[src/core/lhc_pkg.sv]
// Shared constants and types for the level-2 linefill and hazard controller
`default_nettype none
package lhc_pkg;
	// Control bit positions inside the two control words
	localparam int unsigned LHC_DBL_FILL_BIT = 30;
	localparam int unsigned LHC_HP_READ_BIT  = 10;
	localparam int unsigned LHC_CTRL_W       = 32;
	localparam logic        LHC_CTRL_RESET   = 1'b0;
	// Address and data geometry
	localparam int unsigned LHC_ADDR_W   = 32;
	localparam int unsigned LHC_LINE_LSB = 5;
	localparam int unsigned LHC_LINE_W   = LHC_ADDR_W - LHC_LINE_LSB;
	localparam int unsigned LHC_DATA_W   = 64;
	localparam logic [31:0] LHC_LINE_BYTES = 32'h0000_0020;
	// Burst shapes toward the level-3 memory system
	localparam logic [7:0] LHC_LEN_ONE    = 8'h00;
	localparam logic [7:0] LHC_LEN_SINGLE = 8'h03;
	localparam logic [7:0] LHC_LEN_DOUBLE = 8'h07;
	localparam logic [3:0] LHC_BEATS_LINE = 4'h4;
	localparam logic       LHC_ID_FILL    = 1'b0;
	localparam logic       LHC_ID_SO      = 1'b1;
	// Sizes and forward-progress counts
	localparam int unsigned LHC_AXI_SLOTS  = 4;
	localparam int unsigned LHC_SB_ENTRIES = 4;
	localparam int unsigned LHC_BUF_DEPTH  = 2;
	localparam int unsigned LHC_STARVE_MAX = 16;
	localparam int unsigned LHC_STALL_MAX  = 64;
	// Read request attribute
	typedef enum logic [1:0] {
		LHC_CACHEABLE = 2'b00,
		LHC_NONCACHE  = 2'b01,
		LHC_STRONG    = 2'b10
	} lhc_kind_t;
	// Fill sequencer states
	typedef enum logic [2:0] {
		LHC_S_IDLE    = 3'b000,
		LHC_S_HAZ     = 3'b001,
		LHC_S_LOOK    = 3'b010,
		LHC_S_EVICT1  = 3'b011,
		LHC_S_ISSUE   = 3'b100,
		LHC_S_LOOK2   = 3'b101,
		LHC_S_FILL    = 3'b110,
		LHC_S_EVWAIT2 = 3'b111
	} lhc_state_t;
endpackage
`default_nettype wire

[src/core/lhc_read_buf.sv]
// Small valid/ready buffer between the read-data channel and the fill data port
`default_nettype none
module lhc_read_buf import lhc_pkg::*; #(
	parameter int unsigned W     = 66,
	parameter int unsigned DEPTH = LHC_BUF_DEPTH
) (
	input  wire logic         sys_clk,
	input  wire logic         reset,
	input  wire logic         in_valid,
	output logic              in_ready,
	input  wire logic [W-1:0] in_data,
	output logic              out_valid,
	input  wire logic         out_ready,
	output logic [W-1:0]      out_data
);
	localparam int unsigned PW = (DEPTH > 1) ? $clog2(DEPTH) : 1;
	localparam int unsigned CW = $clog2(DEPTH + 1);

	typedef struct packed {
		logic [DEPTH-1:0][W-1:0] mem;
		logic [PW-1:0]           wp;
		logic [PW-1:0]           rp;
		logic [CW-1:0]           cnt;
	} lhc_buf_t;

	lhc_buf_t buf_reg;
	lhc_buf_t buf_next;
	logic     push;
	logic     pop;

	// Full and empty come straight from the count, so back-pressure is exact
	assign in_ready  = (buf_reg.cnt < CW'(DEPTH));
	assign out_valid = (buf_reg.cnt != '0);
	assign out_data  = buf_reg.mem[buf_reg.rp];
	assign push      = in_valid && in_ready;
	assign pop       = out_valid && out_ready;

	// Pointer and count update
	always_comb begin
		buf_next = buf_reg;
		if (push) begin
			buf_next.mem[buf_reg.wp] = in_data;
			buf_next.wp = (buf_reg.wp == PW'(DEPTH - 1)) ? '0 : PW'(buf_reg.wp + 1'b1);
		end
		if (pop) begin
			buf_next.rp = (buf_reg.rp == PW'(DEPTH - 1)) ? '0 : PW'(buf_reg.rp + 1'b1);
		end
		if (push && !pop) begin
			buf_next.cnt = CW'(buf_reg.cnt + 1'b1);
		end else if (pop && !push) begin
			buf_next.cnt = CW'(buf_reg.cnt - 1'b1);
		end
	end

	// Storage is cleared too so that no unknown ever reaches the port
	always_ff @(posedge sys_clk) begin
		if (reset) begin
			buf_reg <= '0;
		end else begin
			buf_reg <= buf_next;
		end
	end
endmodule
`default_nettype wire

[src/core/lhc_ctrl.sv]
// Linefill, eviction pairing, read priority and store-buffer hazard control
// Notes on behaviour
// - Double linefill follows bit 30 of the prefetch control word.
// - Without double fill, a miss fetches one 32-byte line as four 64-bit beats.
// - With double fill, a miss fetches 64 bytes as eight 64-bit beats.
// - During a double fill, look up the second line and pick a victim.
// - A dirty second-half victim is evicted before the second half is allocated.
// - Eviction requests are held until acknowledged, never dropped.
// - Double linefill is off after reset.
// - Priority reads mode follows bit 10 of the auxiliary control word.
// - In priority mode, strongly-ordered reads issue before cacheable fills, until STARVE_MAX wins in a row.
// - The master port allows four outstanding address slots.
// - Priority reads mode is off after reset.
// - Hazard compare uses address bits 31 down to 5.
// - Normal-memory reads wait while a matching store-buffer write is active.
// - A cacheable miss issues a linefill on the master port.
`default_nettype none
module lhc_ctrl import lhc_pkg::*; #(
	parameter int unsigned SLOTS      = LHC_AXI_SLOTS,
	parameter int unsigned SB_N       = LHC_SB_ENTRIES,
	parameter int unsigned STARVE_MAX = LHC_STARVE_MAX,
	parameter int unsigned STALL_MAX  = LHC_STALL_MAX
) (
	input  wire logic                   sys_clk,
	input  wire logic                   reset,
	input  wire logic [LHC_CTRL_W-1:0]  prefetch_ctrl,
	input  wire logic [LHC_CTRL_W-1:0]  aux_ctrl,
	input  wire logic                   rd_valid,
	output logic                        rd_ready,
	input  wire logic [LHC_ADDR_W-1:0]  rd_addr,
	input  wire lhc_kind_t              rd_kind,
	output logic                        rd_done,
	input  wire logic [SB_N-1:0]        sb_valid,
	input  wire logic [SB_N*LHC_LINE_W-1:0] sb_line,
	output logic                        sb_hold,
	output logic                        tag_req,
	output logic [LHC_ADDR_W-1:0]       tag_addr,
	input  wire logic                   tag_hit,
	input  wire logic                   tag_victim_dirty,
	output logic                        ev_valid,
	input  wire logic                   ev_ready,
	output logic                        alloc_valid,
	output logic [LHC_ADDR_W-1:0]       alloc_addr,
	output logic                        m_arvalid,
	input  wire logic                   m_arready,
	output logic [LHC_ADDR_W-1:0]       m_araddr,
	output logic [7:0]                  m_arlen,
	output logic                        m_arid,
	input  wire logic                   m_rvalid,
	output logic                        m_rready,
	input  wire logic [LHC_DATA_W-1:0]  m_rdata,
	input  wire logic                   m_rid,
	input  wire logic                   m_rlast,
	output logic                        fd_valid,
	input  wire logic                   fd_ready,
	output logic [LHC_DATA_W-1:0]       fd_data,
	output logic                        fd_id,
	output logic                        fd_last
);
	localparam int unsigned OW = $clog2(SLOTS + 1);
	localparam int unsigned BW = LHC_DATA_W + 2;

	typedef struct packed {
		lhc_state_t            st;
		logic                  dbl;
		logic                  hp;
		logic                  nc;
		logic                  fdbl;
		logic                  sec_alloc;
		logic                  sec_ev;
		logic [LHC_ADDR_W-1:0] addr;
		logic                  so_v;
		logic [LHC_ADDR_W-1:0] so_addr;
		logic [OW-1:0]         outs;
		logic [3:0]            beats;
		logic [7:0]            starve;
		logic [7:0]            stall;
		logic                  done;
		logic                  alloc_v;
		logic [LHC_ADDR_W-1:0] alloc_a;
	} lhc_ctrl_t;

	lhc_ctrl_t s_reg;
	lhc_ctrl_t s_next;
	logic [SB_N-1:0] hz_hit;
	logic            sb_match;
	logic            fill_want;
	logic            slot_free;
	logic            so_first;
	logic            ar_fire;
	logic            r_fire;
	logic            fill_beat;
	logic            ev_fire;
	logic [BW-1:0]   fd_word;

	// One comparator per store-buffer entry, on the line address only
	for (genvar gi = 0; gi < SB_N; gi++) begin : g_hz
		assign hz_hit[gi] = sb_valid[gi] &&
			(sb_line[gi*LHC_LINE_W +: LHC_LINE_W] == s_reg.addr[LHC_ADDR_W-1:LHC_LINE_LSB]);
	end
	assign sb_match = |hz_hit;

	// Address channel arbitration; a capped counter lets a starved fill win
	assign fill_want = (s_reg.st == LHC_S_ISSUE);
	assign slot_free = (s_reg.outs < OW'(SLOTS));
	assign so_first  = s_reg.so_v &&
		(!fill_want || (s_reg.hp && (s_reg.starve < 8'(STARVE_MAX))));
	assign m_arvalid = slot_free && (s_reg.so_v || fill_want);
	assign m_arid    = so_first ? LHC_ID_SO : LHC_ID_FILL;
	assign m_araddr  = so_first ? s_reg.so_addr : s_reg.addr;
	assign m_arlen   = so_first || s_reg.nc ? LHC_LEN_ONE :
		(s_reg.dbl ? LHC_LEN_DOUBLE : LHC_LEN_SINGLE);
	assign ar_fire   = m_arvalid && m_arready;
	assign r_fire    = m_rvalid && m_rready;
	assign fill_beat = r_fire && (m_rid == LHC_ID_FILL);

	// Eviction request stays up until the buffer takes it
	assign ev_valid = (s_reg.st == LHC_S_EVICT1) || s_reg.sec_ev;
	assign ev_fire  = ev_valid && ev_ready;

	// Tag port serves the first line, then the second half of a double fill
	assign tag_req  = (s_reg.st == LHC_S_LOOK) || (s_reg.st == LHC_S_LOOK2);
	assign tag_addr = (s_reg.st == LHC_S_LOOK2) ? s_reg.addr + LHC_LINE_BYTES : s_reg.addr;

	// Strongly-ordered reads queue in their own entry; normal reads need the sequencer
	assign rd_ready = (rd_kind == LHC_STRONG) ? !s_reg.so_v : (s_reg.st == LHC_S_IDLE);
	assign sb_hold  = (s_reg.st == LHC_S_HAZ) && (s_reg.stall >= 8'(STALL_MAX));
	assign rd_done     = s_reg.done;
	assign alloc_valid = s_reg.alloc_v;
	assign alloc_addr  = s_reg.alloc_a;

	// Next state of the whole controller
	always_comb begin
		s_next = s_reg;
		s_next.done    = 1'b0;
		s_next.alloc_v = 1'b0;
		s_next.dbl = prefetch_ctrl[LHC_DBL_FILL_BIT];
		s_next.hp  = aux_ctrl[LHC_HP_READ_BIT];
		if (rd_valid && rd_ready && (rd_kind == LHC_STRONG)) begin
			s_next.so_v    = 1'b1;
			s_next.so_addr = rd_addr;
		end
		if (ar_fire && so_first) begin
			s_next.so_v = 1'b0;
			if (fill_want && s_reg.starve != 8'hff) begin
				s_next.starve = s_reg.starve + 8'h01;
			end
		end
		// Slot count: one taken per address, one freed per last beat
		if (ar_fire && !(r_fire && m_rlast)) begin
			s_next.outs = OW'(s_reg.outs + 1'b1);
		end else if (!ar_fire && r_fire && m_rlast) begin
			s_next.outs = OW'(s_reg.outs - 1'b1);
		end
		if (fill_beat) begin
			s_next.beats = s_reg.beats + 4'h1;
		end
		if (ev_fire && s_reg.st != LHC_S_EVICT1) begin
			s_next.sec_ev = 1'b0;
		end
		case (s_reg.st)
			LHC_S_IDLE: begin
				if (rd_valid && rd_kind != LHC_STRONG) begin
					s_next.addr  = rd_addr;
					s_next.nc    = (rd_kind == LHC_NONCACHE);
					s_next.stall = 8'h00;
					s_next.st    = LHC_S_HAZ;
				end
			end
			LHC_S_HAZ: begin
				if (!sb_match) begin
					s_next.st = s_reg.nc ? LHC_S_ISSUE : LHC_S_LOOK;
				end else if (s_reg.stall < 8'(STALL_MAX)) begin
					s_next.stall = s_reg.stall + 8'h01;
				end
			end
			LHC_S_LOOK: begin
				if (tag_hit) begin
					s_next.done = 1'b1;
					s_next.st   = LHC_S_IDLE;
				end else if (tag_victim_dirty) begin
					s_next.st = LHC_S_EVICT1;
				end else begin
					s_next.st = LHC_S_ISSUE;
				end
			end
			LHC_S_EVICT1: begin
				if (ev_fire) begin
					s_next.st = LHC_S_ISSUE;
				end
			end
			LHC_S_ISSUE: begin
				if (ar_fire && !so_first) begin
					s_next.starve    = 8'h00;
					s_next.beats     = 4'h0;
					s_next.fdbl      = s_reg.dbl && !s_reg.nc;
					s_next.sec_alloc = 1'b0;
					s_next.st = (s_reg.dbl && !s_reg.nc) ? LHC_S_LOOK2 : LHC_S_FILL;
				end
			end
			LHC_S_LOOK2: begin
				s_next.sec_alloc = !tag_hit;
				s_next.sec_ev    = !tag_hit && tag_victim_dirty;
				s_next.st        = LHC_S_FILL;
			end
			LHC_S_FILL: begin
				// First line is usable after its fourth beat, even in a double fill
				if (fill_beat && !s_reg.nc && (s_next.beats == LHC_BEATS_LINE)) begin
					s_next.alloc_v = 1'b1;
					s_next.alloc_a = s_reg.addr;
					s_next.done    = 1'b1;
				end
				if (fill_beat && m_rlast) begin
					if (s_reg.nc) begin
						s_next.done = 1'b1;
						s_next.st   = LHC_S_IDLE;
					end else if (s_reg.fdbl && s_reg.sec_alloc) begin
						s_next.st = LHC_S_EVWAIT2;
					end else begin
						s_next.st = LHC_S_IDLE;
					end
				end
			end
			LHC_S_EVWAIT2: begin
				if (!s_reg.sec_ev) begin
					s_next.alloc_v = 1'b1;
					s_next.alloc_a = s_reg.addr + LHC_LINE_BYTES;
					s_next.st      = LHC_S_IDLE;
				end
			end
			default: begin
				s_next.st = LHC_S_IDLE;
			end
		endcase
	end

	// All-zero reset leaves both features off and the sequencer idle
	always_ff @(posedge sys_clk) begin
		if (reset) begin
			s_reg <= '0;
		end else begin
			s_reg <= s_next;
		end
	end

	// Read data passes a two-entry buffer so a stalled receiver loses no beat
	lhc_read_buf #(
		.W     (BW),
		.DEPTH (LHC_BUF_DEPTH)
	) u_rbuf (
		.sys_clk   (sys_clk),
		.reset     (reset),
		.in_valid  (m_rvalid),
		.in_ready  (m_rready),
		.in_data   ({m_rid, m_rlast, m_rdata}),
		.out_valid (fd_valid),
		.out_ready (fd_ready),
		.out_data  (fd_word)
	);
	assign fd_id   = fd_word[BW-1];
	assign fd_last = fd_word[BW-2];
	assign fd_data = fd_word[LHC_DATA_W-1:0];
endmodule
`default_nettype wire

[config.mk]
export PLATFORM = sky130hd
export DESIGN_NAME = lhc_ctrl
export DESIGN_NICKNAME = d
export VERILOG_FILES = /design/src/core/lhc_pkg.sv /design/src/core/lhc_read_buf.sv /design/src/core/lhc_ctrl.sv
export SDC_FILE = /design/constraint.sdc
export NUM_CORES = 1
export LEC_CHECK = 0
export BUFFER_PORTS_ARGS = -buffer_cell sky130_fd_sc_hd__buf_2
export CAP_MARGIN = 15
export CORE_AREA = 2 2 183 185
export DETAILED_ROUTE_END_ITERATION = 8
export DIE_AREA = 0 0 185 187
export PLACE_DENSITY = 0.69
export SLEW_MARGIN = 5
export SYNTH_ARGS = -nofsm -noshare
export SYNTH_HDL_FRONTEND = slang
export SYNTH_SLANG_ARGS = --single-unit
[constraint.sdc]
create_clock -name sys_clk -period 2.6 [get_ports sys_clk]
set_clock_uncertainty 0.05 [all_clocks]
set_input_delay 0.13 -clock sys_clk [delete_from_list [all_inputs] [get_ports sys_clk]]
set_output_delay 0.13 -clock sys_clk [all_outputs]
set_load 0.05 [all_outputs]
==> results.yml, run 1 <==
worst_setup_path:
  path_cells: "buf_6, nand4_1, buf_4, nor4_4, buf_4, and4b_2, nand4_1, xnor2_1, buf_4"
  critPathCaptureType: "output pin"
  r2r-end: "alloc_addr[30]"
  critical-path-top-delay-family: "simple AND/OR/NAND/NOR gates"
  crit_fanout: 4
  r2r-start: "s_reg[117]"
  critPathMaxStageDelay_ns: 0.37
  cp_data_arrival_time_ns: 2.53
  crit_top_cell: "buf_4"
  cp-startpoint: "s_reg[102]"
  worst_ep_required_time_ns: 2.42
  worstSetupPathDepth: 9
  r2r_cells: 14
  reg2reg_slack_ns: 0
  cp-start-kind: "flop"
  cp-endpoint: "tag_addr[31]"
  slowest_stage: "dfxtp_4"
  path_class: "flop to output pin"
  critPathBufInv: 4
pwr:
  max-vdd-ir-drop_mv: 0.560
  power_uw: 13600
  power_density_nw_per_um2: 714
  p_leak_uw: 0.00813
sta:
  relSlewSlack_pct: 39.4
  max_freq_ghz: 0.369
  worst_pin_slew_ns: 0.909
  maxSlewViolCount: 0
  period_needed_ns: 2.71
  hold_violations: 0
  final.setup.tns_ns: -0.190
  rsz0062_at_grt: "yes"
  setup_viol: 4
  fin_hold_ws_ns: 0.128
  fin_ws_ns: -0.109
  period_share_pct: 104
logic_synthesis:
  ys_ff_latch: 267
  synthArstFlopShare_pct: 0
  ys_seq_area_share_pct: 39.2
  synth_cells: 1777
  syn_area_sq_um: 13600
  synth_enable_flop_cells: 0
  ys_types: 64
  synth-main-ff-cell: "dfxtp_1"
  synthTopCellsByArea: "dfxtp_1 39%, nand2_1 15%, a21oi_1 8.1%, xnor2_1 7.2%, mux2_2 5.4%"
  syn_area_per_cell_sq_um: 7.68
  synthesis.yosys.warnings: 0
  synth_top_area_cell: "dfxtp_1"
  synth_top_area_share_pct: 39.2
placement:
  placed_cells: 2534
  portBuffers: 397
  hpwl_um: 34400
  placed_area_sq_um: 16100
  place.gp.congestion: 0.973
grt:
  grt_pass1_vias: 13887
  antenna_found_initial: 2
  grt_use_total_pct: 27.1
  overflow: 0
  grt_max_degree: 133
  grt_pass1_wl_um: 75200
routing:
  vias: 14338
  firstDrtPassIters: 5
  first_iter_violations: 997
  final_antenna_net_count: 0
  wl_per_cell_um: 18.1
  wl_um: 49400
  vias_per_cell: 5.24
  drc_errors: 0
clocking:
  cts.clk_slew.worst_paths_ns: 0.06
  cts_buffer_depth: 3
  clock-sinks: 267
  cts_tree: "yes"
  clk_latency_ns: 0.55
  clockRootBuffer: "clkbuf_16"
  h-tree-depth: 1
  numCtsBuffers: 29
layout:
  final_nets: 2557
  drive_above_1_share_pct: 31.3
  design_area_sq_um: 19000
  multi_input_area_sq_um: 7660
  num-fill-cells: 2905
  syn2layout_area_growth_pct: 39.2
  layout_common_cells: "548 x nand2_1, 345 x buf_2, 250 x dfxtp_1, 220 x a21oi_1, 128 x buf_4"
  layout_commonest_cell: "nand2_1"
  stdcell_count: 2737
  largest_register_ff_count: 136
  seqCellArea_sq_um: 5390
status:
  violations: "negative setup slack"
  status: "complete, but fails checks"
die:
  io-pin-count: 465
  core-area_sq_um: 32900
  die_h_um: 187
  start_util_pct: 41.5
  die_area_sq_um: 34600
  die_w_um: 185
  rows: 67
job:
  maxCapViolations: 0
worst_hold_path:
  min_path_type: "input pin to flop"
synth_stat cells (6+ instances only):
| cell type | count |
|---|---|
| nand2b_1 | 7 |
| nand3_1 | 21 |
| nand4_1 | 33 |
| o21ai_0 | 16 |
| xnor2_1 | 112 |
| dfxtp_1 | 267 |
| buf_1 | 12 |
| a21oi_1 | 221 |
| nor3_1 | 17 |
| buf_2 | 20 |
| nand2_1 | 555 |
| mux2_2 | 66 |
| and2_1 | 7 |
| nor2_1 | 91 |
| a31oi_1 | 7 |
| a22oi_1 | 11 |
| nor2b_1 | 6 |
| a221oi_1 | 14 |
| mux2i_1 | 8 |
| nor4_1 | 10 |
| clkbuf_1 | 87 |
| inv_1 | 6 |
| buf_4 | 49 |
| buf_6 | 7 |
| xor2_1 | 49 |
power by group:
| group | leakage [uW] | internal [uW] | switching, uW |
|---|---|---|---|
| clock | 0.000473 | 2330 | 1670 |
| combinational | 0.00548 | 1680 | 3110 |
| sequential | 0.00218 | 4440 | 320 |
| total | 0.00813 | 8460 | 5100 |
logic make-up (layout without fill, tap and decap cells):
logic type                 count (synthesis)  in the layout  share of synthesized area [%]
AOI/OAI and AO/OA                        296            296                           12.1
xor gates and xnor gates                 163            163                           10.6
adders and majority gates                  6              6                          0.605
buffers and inverters                    182            689                           6.93
DFF                                      267            267                           39.2
muxes                                     74             74                           6.04
other                                      1              6                         0.0275
and+or+nand+nor                          788            788                           24.6
worst register-to-register path: cells and delay by family (launching register included):
family	cells	cell delay, ns
buf+inv	9	1.05
flops	1	0.59
simple gates	3	0.55
compound gates	2	0.26
area by class of cell:
cell class | instances | share of cell area [%]
Timing Repair Buffer | 629 | 23.2
Tap cell | 448 | 2.95
Clock buffer | 39 | 4.39
Sequential cell | 267 | 28.4
Antenna cell | 1 | 0.0132
Inverter | 7 | 0.165
Multi-Input combinational cell | 1332 | 40.3
Clock inverter | 14 | 0.534
layer usage:
metal	GRT usage (%)	part of all wire [%]	vias to the layer above
li1	-	-	6808
met1	33.7	40	6694
met2	45.2	47	709
met3	6.85	9.5	125
met4	9.74	3.7	2
met5	0	0.022	-
worst min path at each step:
stage | from | endpoint | slack (ns) | cells past startpoint
2_1_floorplan | aux_ctrl[10] | s_reg[126] | 0.21 | 1
3_3_place_gp | aux_ctrl[10] | s_reg[126] | 0.30 | 2
3_5_place_dp | aux_ctrl[10] | s_reg[126] | 0.30 | 2
4_1_cts | m_arready | s_reg[56] | 0.11 | 5
5_1_grt | m_arready | s_reg[56] | 0.16 | 5
6_report | m_arready | s_reg[56] | 0.13 | 5
through the flow:
step                utilization (%)  worst slack, ns
floorplan                         -           0.0489
global placement               48.9            0.135
detailed placement             48.9            0.120
CTS                            56.5          -0.0767
global route                   57.8           -0.161
finish                         57.8           -0.109
repair_timing:
action                                 CTS  global route
endpoints found under the hold margin  207             0
setup endpoints to repair               53            59
hold buffers                           109             0
setup buffers                           22            19
gates resized for setup                 93            78
pin swaps                               14            31
cloned                                   0             1
(Power assumes the default switching activity.)
==> inputs of run 2 (changes only) <==
--- a/config.mk
+++ b/config.mk
@@ -11,6 +11,7 @@
 export DETAILED_ROUTE_END_ITERATION = 8
 export DIE_AREA = 0 0 185 187
 export PLACE_DENSITY = 0.69
+export SETUP_SLACK_MARGIN = 0.1
 export SLEW_MARGIN = 5
 export SYNTH_ARGS = -nofsm -noshare
 export SYNTH_HDL_FRONTEND = slang
==> run 2 against run 1 <==
Net effect: the run now ends clean; power increased by 3.6%; sequential power increased by 0.8%; hold slack got worse by 0.050 ns; cell area increased by 6.9%; combinational power increased by 7.7%; clock power increased by 2%; register-to-register slack improved by 0.07 ns; global-route usage increased by 1.1 points; critical path type unchanged; largest power group unchanged.
==> results.yml, run 2 (synthesized netlist as in run 1, its figures left out) <==
worst_setup_path:
  critical-path-top-delay-family: "simple AND/OR/NAND/NOR gates"
  critPathBufInv: 4
  critPathMaxStageDelay_ns: 0.54
  path_class: "flop to output pin"
  worst_ep_required_time_ns: 2.42
  cp-start-kind: "flop"
  slowest_stage: "or4b_4"
  path_cells: "or4b_4, o21ai_4, nand2_4, inv_6, buf_6, buf_12, nand2_4, o21ai_2, buf_6"
  critPathCaptureType: "output pin"
  cp_data_arrival_time_ns: 2.41
  crit_fanout: 5
routing:
  firstDrtPassIters: 6
  wl_um: 52500
  vias_per_cell: 5.40
  drc_errors: 0
  final_antenna_net_count: 0
  wl_per_cell_um: 19.0
  vias: 14898
  first_iter_violations: 1224
layout:
  final_util_pct: 61.7
  drive_above_1_share_pct: 36.4
  layout_common_cells: "464 x nand2_1, 341 x buf_2, 241 x dfxtp_1, 221 x a21oi_1, 122 x buf_4"
  layout_commonest_cell: "nand2_1"
  syn2layout_area_growth_pct: 48.7
  stdcell_count: 2759
  largest_register_ff_count: 136
  final_nets: 2582
grt:
  overflow: 0
  grt_pass1_wl_um: 77800
  grt_pass1_vias: 14327
  grt_use_total_pct: 28.2
  antenna_found_initial: 1
  grt_max_degree: 95
die:
  io-pin-count: 465
  die_h_um: 187
  die_area_sq_um: 34600
  die_w_um: 185
  start_util_pct: 41.5
  rows: 67
  core-area_sq_um: 32900
sta:
  period_share_pct: 99.6
  worst_pin_slew_ns: 0.804
  final.setup.tns_ns: 0
  setup_viol: 0
  relSlewSlack_pct: 46.4
  maxSlewViolCount: 0
  max_freq_ghz: 0.386
  rsz0062_at_grt: "yes"
  period_needed_ns: 2.59
  hold_violations: 0
placement:
  placed_cells: 2538
  place.gp.congestion: 0.996
  portBuffers: 397
  hpwl_um: 34300
pwr:
  p_leak_uw: 0.00878
  max-vdd-ir-drop_mv: 0.611
  power_density_nw_per_um2: 693
clocking:
  clock-sinks: 267
  cts.clk_slew.worst_paths_ns: 0.06
  numCtsBuffers: 29
  clk_latency_ns: 0.56
  h-tree-depth: 1
  cts_tree: "yes"
  cts_buffer_depth: 3
  clockRootBuffer: "clkbuf_16"
status:
  status: "finished clean"
job:
  maxCapViolations: 0
worst_hold_path:
  min_path_type: "input pin to flop"
run 2: where the power goes:
part           leakage [uW]  switching [uW]  internal [uW]
clock network      0.000456            1700           2390
registers           0.00219             356           4450
logic               0.00613            3250           1910
total               0.00878            5310           8740
run 2: layout make-up:
class / count / area, sq um
Antenna cell: 2 / 5.00
Clock buffer: 41 / 821
Clock inverter: 8 / 111
Fill cell: 2715 / 12600
Inverter: 7 / 31.3
Multi-Input combinational cell: 1333 / 8350
Sequential cell: 267 / 5420
Tap cell: 448 / 561
Timing Repair Buffer: 653 / 4990
run 2: metrics by stage:
| step | power (uW) | worst slack (ns) | hold WS [ns] | area [sq um] |
|---|---|---|---|---|
| 6_report | 14100 | 0.0117 | 0.0783 | 20300 |
| 5_1_grt | 14600 | -0.0498 | 0.107 | 20300 |
| 4_1_cts | 13800 | -0.00661 | 0.109 | 19400 |
| 3_5_place_dp | 9290 | 0.00723 | 0.297 | 16100 |
| 3_3_place_gp | 9220 | 0.126 | 0.297 | 16100 |
| 2_1_floorplan | 7910 | 0.103 | 0.208 | 13700 |
run 2: path summary, 6_finish.rpt:
check                 startpoint        endpoint  slack (ns)  cells past startpoint
setup reg to reg      s_reg[101]       s_reg[36]        0.07                      9
setup / recovery       s_reg[46]     m_araddr[9]        0.01                      9
hold / removal         m_arready       s_reg[89]        0.08                      4
hold reg to reg   alloc_addr[20]  alloc_addr[20]        0.40                      2
run 2: layer usage:
layer | vias to the layer above | global-route usage (%) | wire length [um]
met2 | 803 | 46.9 | 24900
met5 | - | 0 | 0
met1 | 7044 | 34.8 | 20000
li1 | 6874 | - | -
met3 | 177 | 6.60 | 5090
met4 | 0 | 12.2 | 2520
run 2: timing repair:
item / CTS / global route
hold buffers: 109 / 0
hold endpoints to repair: 208 / 0
endpoints found under the setup margin: 60 / 82
pin swaps: 52 / 78
resized for setup: 285 / 154
gates cloned: 5 / 2
buffers inserted: 28 / 27
run 2: worst reg2reg max path: stages, from the launching register on:
cell and delay (ns):
dfxtp_4 0.38, buf_4 0.16, buf_4 0.15, xnor2_1 0.16, nand4_1 0.11, nor4_1 0.35, a22oi_2 0.16, and3_4 0.21
or4_4 0.53, a31oi_4 0.19
